===== src/hdl/evsum_pkg.sv =====
// shared constants and types for the event summary and interrupt block
package evsum_pkg;

  // ---------------------------------------------------------------
  // command codes
  // ---------------------------------------------------------------
  localparam logic [7:0] CMD_SUMMARY = 8'h00;
  localparam logic [7:0] CMD_MASK = 8'h01;
  localparam logic [7:0] CMD_POWER_EV = 8'h02;
  localparam logic [7:0] CMD_POWER_EV_COR = 8'h03;
  localparam logic [7:0] CMD_DETECT_EV = 8'h04;
  localparam logic [7:0] CMD_DETECT_EV_COR = 8'h05;
  localparam logic [7:0] CMD_FAULT_EV = 8'h06;
  localparam logic [7:0] CMD_FAULT_EV_COR = 8'h07;
  localparam logic [7:0] CMD_START_EV = 8'h08;
  localparam logic [7:0] CMD_START_EV_COR = 8'h09;
  localparam logic [7:0] CMD_SUPPLY_EV = 8'h0a;
  localparam logic [7:0] CMD_SUPPLY_EV_COR = 8'h0b;
  localparam logic [7:0] CMD_RESET = 8'h1a;

  // ---------------------------------------------------------------
  // field positions and reset values
  // ---------------------------------------------------------------
  localparam int BIT_SUPPLY = 7;
  localparam int BIT_START = 6;
  localparam int BIT_OVERCURRENT = 5;
  localparam int BIT_CLASS = 4;
  localparam int BIT_DETECT = 3;
  localparam int BIT_DISCONNECT = 2;
  localparam int BIT_PGOOD = 1;
  localparam int BIT_PENABLE = 0;
  localparam int BIT_RESET_CLEAR = 7;
  localparam logic [7:0] SUMMARY_RESET = 8'h80;
  localparam logic [7:0] MASK_RESET = 8'h80;
  localparam int NUM_CH = 4;

  // per-channel event flag pulses from the port engines
  typedef struct packed {
    logic [3:0] start_fault_ch;
    logic [3:0] overload_cut_ch;
    logic [3:0] current_limit_ch;
    logic [3:0] class_done_ch;
    logic [3:0] detect_done_ch;
    logic [3:0] disconnect_ch;
    logic [3:0] power_good_change_ch;
    logic [3:0] power_enable_change_ch;
  } chan_events_s;

  // device-wide supply fault pulses
  typedef struct packed {
    logic thermal_shutdown;
    logic digital_supply_undervolt;
    logic digital_supply_warning;
    logic power_supply_undervolt;
    logic code_memory_fault;
  } supply_events_s;

  // one register access from the serial front end
  typedef struct packed {
    logic rd;
    logic wr;
    logic [7:0] cmd;
    logic [7:0] wdata;
  } reg_access_s;

endpackage


===== src/hdl/evsum_flag.sv =====
// one sticky event flag register of WIDTH bits with clear-on-read
`timescale 1ns/1ns
module evsum_flag
  import evsum_pkg::*;
#(
  parameter int WIDTH = 8,
  parameter logic [7:0] RESET_VAL = 8'h00
)
(
  input wire logic clk, // system clock
  input wire logic rst_n, // synchronised reset
  input wire logic [WIDTH-1:0] set, // event pulses
  input wire logic clear, // clear all bits
  output logic [WIDTH-1:0] flags // sticky flags
);

  // ---------------------------------------------------------------
  // sticky bits
  // ---------------------------------------------------------------
  logic [WIDTH-1:0] flags_ff;
  logic [WIDTH-1:0] nxt_flags;

  // set wins over clear so a coincident event is kept
  always_comb
  begin
    nxt_flags = (clear ? '0 : flags_ff) | set;
  end

  always_ff @(posedge clk or negedge rst_n)
  begin
    if (!rst_n)
      flags_ff <= RESET_VAL[WIDTH-1:0];
    else
      flags_ff <= nxt_flags;
  end

  assign flags = flags_ff;

endmodule


===== src/hdl/pse_event_summary_irq.sv =====
// event summary register, mask register and interrupt output logic
`timescale 1ns/1ns
module pse_event_summary_irq
  import evsum_pkg::*;
(
  input wire logic CLK, // 25 MHz system clock
  input wire logic NRST, // async active-low power-up reset
  input wire reg_access_s REG_ACC, // one-cycle register access
  input wire chan_events_s CH_EV, // per-channel event pulses
  input wire supply_events_s SUP_EV, // supply fault pulses
  input wire logic GLOBAL_IRQ_ENABLE, // global interrupt enable
  output logic [7:0] RDATA, // read data, valid cycle after rd
  output logic [7:0] MASK, // current mask register
  output logic INT_N // active-low interrupt output
);

  // ---------------------------------------------------------------
  // reset release
  // ---------------------------------------------------------------
  logic [1:0] rst_sync_ff;
  logic rst_n;

  // two stages so release is clean against CLK
  always_ff @(posedge CLK or negedge NRST)
  begin
    if (!NRST)
      rst_sync_ff <= 2'b00;
    else
      rst_sync_ff <= {rst_sync_ff[0], 1'b1};
  end

  assign rst_n = rst_sync_ff[1];

  // ---------------------------------------------------------------
  // access decode
  // ---------------------------------------------------------------
  logic rd_pwr_cor;
  logic rd_det_cor;
  logic rd_flt_cor;
  logic rd_sta_cor;
  logic rd_sup_cor;
  logic wr_mask;
  logic global_clear;

  // only the clear-on-read codes and a 1ah write with bit 7 set clear, the plain reads do not
  always_comb
  begin
    rd_pwr_cor = 1'b0;
    rd_det_cor = 1'b0;
    rd_flt_cor = 1'b0;
    rd_sta_cor = 1'b0;
    rd_sup_cor = 1'b0;
    wr_mask = 1'b0;
    global_clear = 1'b0;
    if (REG_ACC.rd && REG_ACC.cmd == CMD_POWER_EV_COR)
      rd_pwr_cor = 1'b1;
    else if (REG_ACC.rd && REG_ACC.cmd == CMD_DETECT_EV_COR)
      rd_det_cor = 1'b1;
    else if (REG_ACC.rd && REG_ACC.cmd == CMD_FAULT_EV_COR)
      rd_flt_cor = 1'b1;
    else if (REG_ACC.rd && REG_ACC.cmd == CMD_START_EV_COR)
      rd_sta_cor = 1'b1;
    else if (REG_ACC.rd && REG_ACC.cmd == CMD_SUPPLY_EV_COR)
      rd_sup_cor = 1'b1;
    else if (REG_ACC.wr && REG_ACC.cmd == CMD_MASK)
      wr_mask = 1'b1;
    else if (REG_ACC.wr && REG_ACC.cmd == CMD_RESET)
      global_clear = REG_ACC.wdata[BIT_RESET_CLEAR];
  end

  // ---------------------------------------------------------------
  // per-channel and supply event registers
  // ---------------------------------------------------------------
  logic [7:0] pwr_ev;
  logic [7:0] det_ev;
  logic [7:0] flt_ev;
  logic [7:0] sta_ev;
  logic [4:0] sup_ev;

  // power good changes high nibble, enable changes low nibble
  evsum_flag #(.WIDTH(8), .RESET_VAL(8'h00)) u_pwr (
    .clk(CLK),
    .rst_n(rst_n),
    .set({CH_EV.power_good_change_ch, CH_EV.power_enable_change_ch}),
    .clear(rd_pwr_cor | global_clear),
    .flags(pwr_ev)
  );

  evsum_flag #(.WIDTH(8), .RESET_VAL(8'h00)) u_det (
    .clk(CLK),
    .rst_n(rst_n),
    .set({CH_EV.class_done_ch, CH_EV.detect_done_ch}),
    .clear(rd_det_cor | global_clear),
    .flags(det_ev)
  );

  evsum_flag #(.WIDTH(8), .RESET_VAL(8'h00)) u_flt (
    .clk(CLK),
    .rst_n(rst_n),
    .set({CH_EV.current_limit_ch, CH_EV.overload_cut_ch}),
    .clear(rd_flt_cor | global_clear),
    .flags(flt_ev)
  );

  // start faults low nibble, disconnects high nibble
  evsum_flag #(.WIDTH(8), .RESET_VAL(8'h00)) u_sta (
    .clk(CLK),
    .rst_n(rst_n),
    .set({CH_EV.disconnect_ch, CH_EV.start_fault_ch}),
    .clear(rd_sta_cor | global_clear),
    .flags(sta_ev)
  );

  // supply faults come up set after power-up
  evsum_flag #(.WIDTH(5), .RESET_VAL(8'h1f)) u_sup (
    .clk(CLK),
    .rst_n(rst_n),
    .set(SUP_EV),
    .clear(rd_sup_cor | global_clear),
    .flags(sup_ev)
  );

  // ---------------------------------------------------------------
  // summary byte
  // ---------------------------------------------------------------
  logic [7:0] summary;

  // pure OR of sources: a source read clears only its own bits
  always_comb
  begin
    summary = 8'h00;
    summary[BIT_SUPPLY] = |sup_ev;
    summary[BIT_START] = |sta_ev[3:0];
    summary[BIT_OVERCURRENT] = |flt_ev;
    summary[BIT_CLASS] = |det_ev[7:4];
    summary[BIT_DETECT] = |det_ev[3:0];
    summary[BIT_DISCONNECT] = |sta_ev[7:4];
    summary[BIT_PGOOD] = |pwr_ev[7:4];
    summary[BIT_PENABLE] = |pwr_ev[3:0];
  end

  // ---------------------------------------------------------------
  // mask, interrupt and read data registers
  // ---------------------------------------------------------------
  logic [7:0] mask_ff;
  logic [7:0] nxt_mask;
  logic int_n_ff;
  logic nxt_int_n;
  logic [7:0] rdata_ff;
  logic [7:0] nxt_rdata;
  logic [7:0] src_next;

  // interrupt uses flag state as it will stand after this edge,
  // so INT_N rises in the cycle the last cause goes away
  always_comb
  begin
    nxt_mask = wr_mask ? REG_ACC.wdata : mask_ff;
    src_next = 8'h00;
    src_next[BIT_SUPPLY] = |(((rd_sup_cor | global_clear) ? 5'h00 : sup_ev)
                             | SUP_EV);
    src_next[BIT_START] = |(((rd_sta_cor | global_clear) ? 4'h0
                           : sta_ev[3:0]) | CH_EV.start_fault_ch);
    src_next[BIT_DISCONNECT] = |(((rd_sta_cor | global_clear) ? 4'h0
                                : sta_ev[7:4]) | CH_EV.disconnect_ch);
    src_next[BIT_OVERCURRENT] = |(((rd_flt_cor | global_clear) ? 8'h00
                                 : flt_ev) | {CH_EV.current_limit_ch,
                                 CH_EV.overload_cut_ch});
    src_next[BIT_CLASS] = |(((rd_det_cor | global_clear) ? 4'h0
                           : det_ev[7:4]) | CH_EV.class_done_ch);
    src_next[BIT_DETECT] = |(((rd_det_cor | global_clear) ? 4'h0
                            : det_ev[3:0]) | CH_EV.detect_done_ch);
    src_next[BIT_PGOOD] = |(((rd_pwr_cor | global_clear) ? 4'h0
                           : pwr_ev[7:4]) | CH_EV.power_good_change_ch);
    src_next[BIT_PENABLE] = |(((rd_pwr_cor | global_clear) ? 4'h0
                             : pwr_ev[3:0]) | CH_EV.power_enable_change_ch);
    nxt_int_n = ~(GLOBAL_IRQ_ENABLE
                  & (|(src_next & nxt_mask)));
    nxt_rdata = rdata_ff;
    if (REG_ACC.rd)
    begin
      if (REG_ACC.cmd == CMD_SUMMARY)
        nxt_rdata = summary;
      else if (REG_ACC.cmd == CMD_MASK)
        nxt_rdata = mask_ff;
      else if (REG_ACC.cmd == CMD_POWER_EV || rd_pwr_cor)
        nxt_rdata = pwr_ev;
      else if (REG_ACC.cmd == CMD_DETECT_EV || rd_det_cor)
        nxt_rdata = det_ev;
      else if (REG_ACC.cmd == CMD_FAULT_EV || rd_flt_cor)
        nxt_rdata = flt_ev;
      else if (REG_ACC.cmd == CMD_START_EV || rd_sta_cor)
        nxt_rdata = sta_ev;
      else if (REG_ACC.cmd == CMD_SUPPLY_EV || rd_sup_cor)
        nxt_rdata = {3'b000, sup_ev};
      else
        nxt_rdata = 8'h00;
    end
  end

  // writes to 00h are not decoded, so it stays read-only
  always_ff @(posedge CLK or negedge rst_n)
  begin
    if (!rst_n)
    begin
      mask_ff <= MASK_RESET;
      int_n_ff <= 1'b1;
      rdata_ff <= 8'h00;
    end
    else
    begin
      mask_ff <= nxt_mask;
      int_n_ff <= nxt_int_n;
      rdata_ff <= nxt_rdata;
    end
  end

  assign MASK = mask_ff;
  assign INT_N = int_n_ff;
  assign RDATA = rdata_ff;

endmodule


===== config.mk =====
export PLATFORM = sky130hd
export DESIGN_NAME = pse_event_summary_irq
export DESIGN_NICKNAME = d
export VERILOG_FILES = /design/src/hdl/evsum_pkg.sv /design/src/hdl/evsum_flag.sv /design/src/hdl/pse_event_summary_irq.sv
export SDC_FILE = /design/constraint.sdc
export NUM_CORES = 1
export LEC_CHECK = 0
export ABC_AREA = 0
export BUFFER_PORTS_ARGS = -buffer_cell sky130_fd_sc_hd__buf_2
export CORE_MARGIN = 2
export CORE_UTILIZATION = 35
export CTS_CLUSTER_SIZE = 20
export DETAILED_ROUTE_END_ITERATION = 7
export GPL_ROUTABILITY_DRIVEN = 0
export PLACE_DENSITY = 0.63
export SETUP_SLACK_MARGIN = 0.02
export SYNTH_ARGS = -nofsm -noshare
export SYNTH_HDL_FRONTEND = slang
export SYNTH_SLANG_ARGS = --single-unit

===== constraint.sdc =====
create_clock -name CLK -period 4.05 [get_ports CLK]
set_input_delay 0.81 -clock CLK [delete_from_list [all_inputs] [get_ports CLK]]
set_output_delay 0.81 -clock CLK [all_outputs]
set_load 0.005 [all_outputs]

After elaboration in Yosys (flattened, before gate mapping)
Index checks and enable logic that the tools add are counted.
- add/sub/neg operators: 0
- multipliers: 0
- $lt $le $gt $ge: 0
- shift-type cells: 0
- bitwise logic cells: 19
- reductions and logical operators: 30
- div/mod/pow operators: 0
- multiplexer cells: 47
- equality and inequality tests: 12
- operators with widths (cell ; count):
    $mux W8 ; 11
    $reduce_or A4 Y1 ; 12
    $eq A8 B3 Y1 const B ; 4
    $eq A8 B4 Y1 const B ; 4
    $or A8 B8 Y8 ; 4
    $mux W1 ; 28
    $mux W4 ; 6
    $or A4 B4 Y4 ; 6
    $reduce_or A8 Y1 ; 3
    $eq A8 B2 Y1 const B ; 2
    $mux W5 ; 2
    $reduce_or A5 Y1 ; 2
    $and A8 B8 Y8 ; 1
    $eq A8 B1 Y1 const B ; 1
    $eq A8 B5 Y1 const B ; 1
    $logic_not A8 Y1 ; 1
    $logic_and A1 B1 Y1 ; 7
    $logic_or A1 B1 Y1 ; 5
    $or A1 B1 Y1 ; 5
    $or A5 B5 Y5 ; 1
    $and A1 B1 Y1 ; 1
    $not A1 Y1 ; 1
- register bits after elaboration: 56
- memories kept: 0
- latch bits: 0
- memory bits (writable): 0
- input port bits: 58
- memory bits (read-only): 0
- word-level logic and storage cells: 117
- output and inout port bits: 17

Longest topological paths before layout
- word-level depth: 17
- depth in mapped cells: 8
- mapped depth without buffers: 6

Hierarchy
A second synthesis with hierarchy kept.
- cell total of the unflattened synthesis: 269
- area total of the unflattened synthesis: 2866.5 um2
- modules (own cells, without submodules) (module ; cells each ; times used ; area each (um2) ; seq. area each (um2)):
    pse_event_summary_irq ; 190 ; 1 ; 1637.8 ; 478.0
    evsum_flag at u_det ... ; 17 ; 4 ; 264.0 ; 200.2
    evsum_flag at u_sup ; 11 ; 1 ; 172.7 ; 131.4

Worst setup path before layout
Ideal clock, no wire load.
- path type: input port to flip-flop
- start point: in REG_ACC[9] (netlist bit)
- end point: reg int_n_ff, in the netlist INT_N
- slack: 1736 ps
- buffers on the path: 1
- library setup time: 97 ps
- stages: 6
- data arrival time: 2217 ps
- data required time: 3953 ps
- cell sequence: nor4_2 > and4_1 > buf_6 > mux2_4 > o2bb2ai_1 > o41ai_2
- RTL lines (item ; RTL line ; RTL):
    from (decl) ; pse_event_summary_irq.sv:8 ; input wire reg_access_s REG_ACC,
    $eq A8 B1 Y1 ; pse_event_summary_irq.sv:65 ; else if (REG_ACC.wr && REG_ACC.cmd == CMD_MASK)
    $logic_and A1 B1 Y1 ; pse_event_summary_irq.sv:65 ;
    $mux W1 ; pse_event_summary_irq.sv:65 ;
    $mux W1 ; pse_event_summary_irq.sv:63 ; else if (REG_ACC.rd && REG_ACC.cmd == CMD_SUPPLY_EV_COR)
    $mux W1 ; pse_event_summary_irq.sv:61 ; else if (REG_ACC.rd && REG_ACC.cmd == CMD_START_EV_COR)
    $mux W1 ; pse_event_summary_irq.sv:59 ; else if (REG_ACC.rd && REG_ACC.cmd == CMD_FAULT_EV_COR)
    $mux W1 ; pse_event_summary_irq.sv:57 ; else if (REG_ACC.rd && REG_ACC.cmd == CMD_DETECT_EV_COR)
    $mux W1 (*) ; pse_event_summary_irq.sv:55 ; if (REG_ACC.rd && REG_ACC.cmd == CMD_POWER_EV_COR)
    $mux W8 (*) ; pse_event_summary_irq.sv:157 ; nxt_mask = wr_mask ? REG_ACC.wdata : mask_ff;
    net nxt_mask[6] ; pse_event_summary_irq.sv:146 ; logic [7:0] nxt_mask;
    $and A8 B8 Y8 (*) ; pse_event_summary_irq.sv:177 ; & (|(src_next & nxt_mask)));
    $reduce_or A8 Y1 (*) ; pse_event_summary_irq.sv:177 ;
    $and A1 B1 Y1 (*) ; pse_event_summary_irq.sv:177 ;
    $not A1 Y1 (*) ; pse_event_summary_irq.sv:176 ; nxt_int_n = ~(GLOBAL_IRQ_ENABLE
    net nxt_int_n ; pse_event_summary_irq.sv:148 ; logic nxt_int_n;
    to (signal assigned) ; pse_event_summary_irq.sv:212 ; int_n_ff <= nxt_int_n;
    to (decl) ; pse_event_summary_irq.sv:147 ; logic int_n_ff;
The timed path passes the listed nets; every way through them passes the cells marked *.
A chain may end at the register's enable or synchronous reset.

Worst setup path in the final report
Ends and elaborated chain as after synthesis.

==> flow_summary_export.csv <==
group,metric,value,unit
setup_path,critical_path_required,4270,ps
clock_tree,clk_latency,310,ps
drt,routed_via_density,5.513,
sta,tightestPinTransition,703.8,ps
synthesis,yosys.area.top_type,"dfrtp_1",
worst_hold_path,hp-class,"primary input to async pin",
synthesis,synth_commonest_cells,"49 x dfrtp_1, 33 x a21o_1, 18 x a21oi_1, 18 x nor2_1, 16 x or4_1",
clock_tree,htree_levels,2,
sta,max_freq,0.3884,GHz
sta,relSlewSlack,52.98,%
final_layout,fin_util,43.72,%
final_layout,layout-drive-gt1-share,33.73,%
setup_path,startpoint_type,"primary input",
setup_path,crit_path_end_kind,"flop",
setup_path,crit_cells,7,
final_layout,antenna_cells,0,
synthesis,synth-seq-cells,56,
setup_path,rr_endpoint,"INT_N",
drt,drt.antenna.violating_nets,0,
power,power,1.077,mW
drt,drc,0,
synthesis,postSynthAreaPerCell,10.92,um2
synthesis,synth_top_area_share,43.19,%
synthesis,synth_top_flop_cell,"dfrtp_1",
setup_path,path_cells,"buf_2 -> nor4_2 -> and4_1 -> mux2_2 -> o21ai_1 -> nand2_1 -> o41ai_2",
final_layout,multi_input_area,0.001355,mm2
final_layout,nFillCells,803,
drt,num_vias,2409,
setup_path,worst-setup-path-type,"primary input to flop",
final_layout,area_delta_synth_final,20.23,%
sta,finalSetupViolations,0,
die,core,0.007807,mm2
drt,wl,7634,um
clock_tree,tritoncts,"done",
clock_tree,numCtsBuffers,5,
synthesis,yosys_warnings,0,
setup_path,rrSetupSlack,2200,ps
setup_path,cpPeakStageDelay,570,ps
setup_path,cp_top_family,"simple AND/OR/NAND/NOR gates",
setup_path,cp.buffers_inverters,1,
synthesis,synth_fp_nets,318,
global_routing,grt_overflow,0,
synthesis,synth.most_common_cell,"dfrtp_1",
global_routing,grt_max_degree,55,
die,io_pins,75,
power,leakagePower,1.358,nW
sta,finalCriticalPeriod,2574,ps
sta,rsz0062_at_grt,"false",
synthesis,synth_edf_count,0,
final_layout,fin_cells,437,
global_routing,antenna_found_initial,1,
clock_tree,holdBufCountCts,0,
drt,drtIter0Drc,201,
setup_path,reg2reg_depth,4,
setup_path,rr_startpoint,"u_sta.flags[6]",
global_routing,grt_usage,18.01,%
clock_tree,cts.clk_slew.worst_paths,110,ps
synthesis,synth_area_leaders,"dfrtp_1 43%, a21o_1 8.7%, dfstp_2 6.5%, or4_1 4.2%, a21oi_1 3.2%",
setup_path,cp.arrival,2790,ps
synthesis,synth_cell_types,53,
global_routing,grt_pass1_wl,12230,um
synthesis,synth_area,0.002839,mm2
power,power_density,315.4,mW/mm2
clock_tree,cts-root-buf,"clkbuf_8",
synthesis,synth-async-reset-ratio,100.0,%
placement,post-dp-hpwl,6098,um
die,std_cell_rows,32,
die,initial_core_util,36.36,%
sta,hold_viol,0,
synthesis,ys_seq_area_share,49.67,%
sta,fin_skew,13.27,ps
drt,avgRoutedWirePerCell,17.47,um
global_routing,grt_pass1_vias,2326,
placement,dp_cells,429,
setup_path,cp_max_fo,21,
placement,portBuffers,74,
outcome,outcome,"finished clean",
synthesis,postSynthCellCount,260,
sta,setup_tns,0,ps
clock_tree,cts_setup_buffers,0,
clock_tree,post_cts_resized,0,
die,die_h,94.07,um
clock_tree,clk_path_buf_depth,2,
die,dieArea,0.008848,mm2
final_layout,regArea,0.001411,mm2
sta,finalCritPeriodShare,63.57,%
die,die-width,94.07,um
setup_path,cp_slowest_cell,"and4_1",
drt,drtPass1Iterations,4,
final_layout,final_net_count,392,
clock_tree,cts_sinks,56,
sta,drv_slew,0,
power,peakVddDrop,0.1556,mV
run,maxCapViolations,0,
==> worst max path at each step <==
stage                 end  slack (ps)       start
floorplan           INT_N        1740  REG_ACC[9]
global placement    INT_N        1260  REG_ACC[9]
detailed placement  INT_N        1170  REG_ACC[9]
CTS                 INT_N        1510  REG_ACC[9]
global route        INT_N        1380  REG_ACC[9]
finish              INT_N        1480  REG_ACC[9]
==> cell families after synthesis <==
| group | after synthesis | synth area share [%] |
|---|---|---|
| buf+inv | 15 | 2.600 |
| simple gates | 71 | 16.84 |
| other cells | 1 | 0.1321 |
| flops | 56 | 49.67 |
| mux | 12 | 4.760 |
| compound gates | 105 | 26.00 |
==> metrics by stage <==
step | area (um2) | setup WS (ps) | hold WS, ps
after floorplan | 2839 | 1736 | 331.2
after global routing | 3413 | 1378 | 258.4
after detailed placement | 3298 | 1166 | 341.9
after CTS | 3413 | 1507 | 268.6
after global placement | 3298 | 1256 | 338.1
final | 3413 | 1476 | 277.5
==> area by class of cell <==
cell class                 count  share of cell area (%)
clock buffer                   5                   2.016
clock inverter                 3                   1.356
inverter                       7                  0.7698
multi-input combinational    189                   39.70
sequential                    56                   41.35
tap                          102                   3.739
timing repair buffer          75                   11.07
==> routing by layer <==
metal	global-route usage [%]	routed length [um]	vias up
met2	28.81	3657	87
met4	3.502	83	2
met5	0	13	-
li1	-	-	1140
met1	25.58	3384	1168
met3	3.451	495	12
==> worst register-to-register path: stages (launching register included) <==
cell,delay [ps]
dfrtp_1,400
or4_1,600
a21oi_1,290
o2bb2ai_1,150
o41ai_2,330
==> layout by cell type, fill, tap and decap left out, drive strengths merged, types with 8 or more instances in the layout <==
cell type	netlist	layout
a21o	38	38
a21oi	18	18
a22oi	8	8
buf	5	75
dfrtp	49	49
nor2	18	18
o21ai	10	10
or4	16	16
==> where the power goes <==
part           leakage, nW  switching [mW]  internal (mW)
logic                0.726          0.0715         0.0521
registers            0.577         0.00816          0.573
clock network       0.0548           0.186          0.187
==> sequential cells by signal, summed over array words and instances, names as in the netlist <==
| signal | cells |
|---|---|
| MASK | 8 |
| RDATA | 8 |
| u_det.flags | 8 |
| u_flt.flags | 8 |
| u_pwr.flags | 8 |
| u_sta.flags | 8 |
| u_sup.flags | 5 |
| rst_sync_ff | 2 |
| INT_N | 1 |
(Power assumes the default switching activity.)
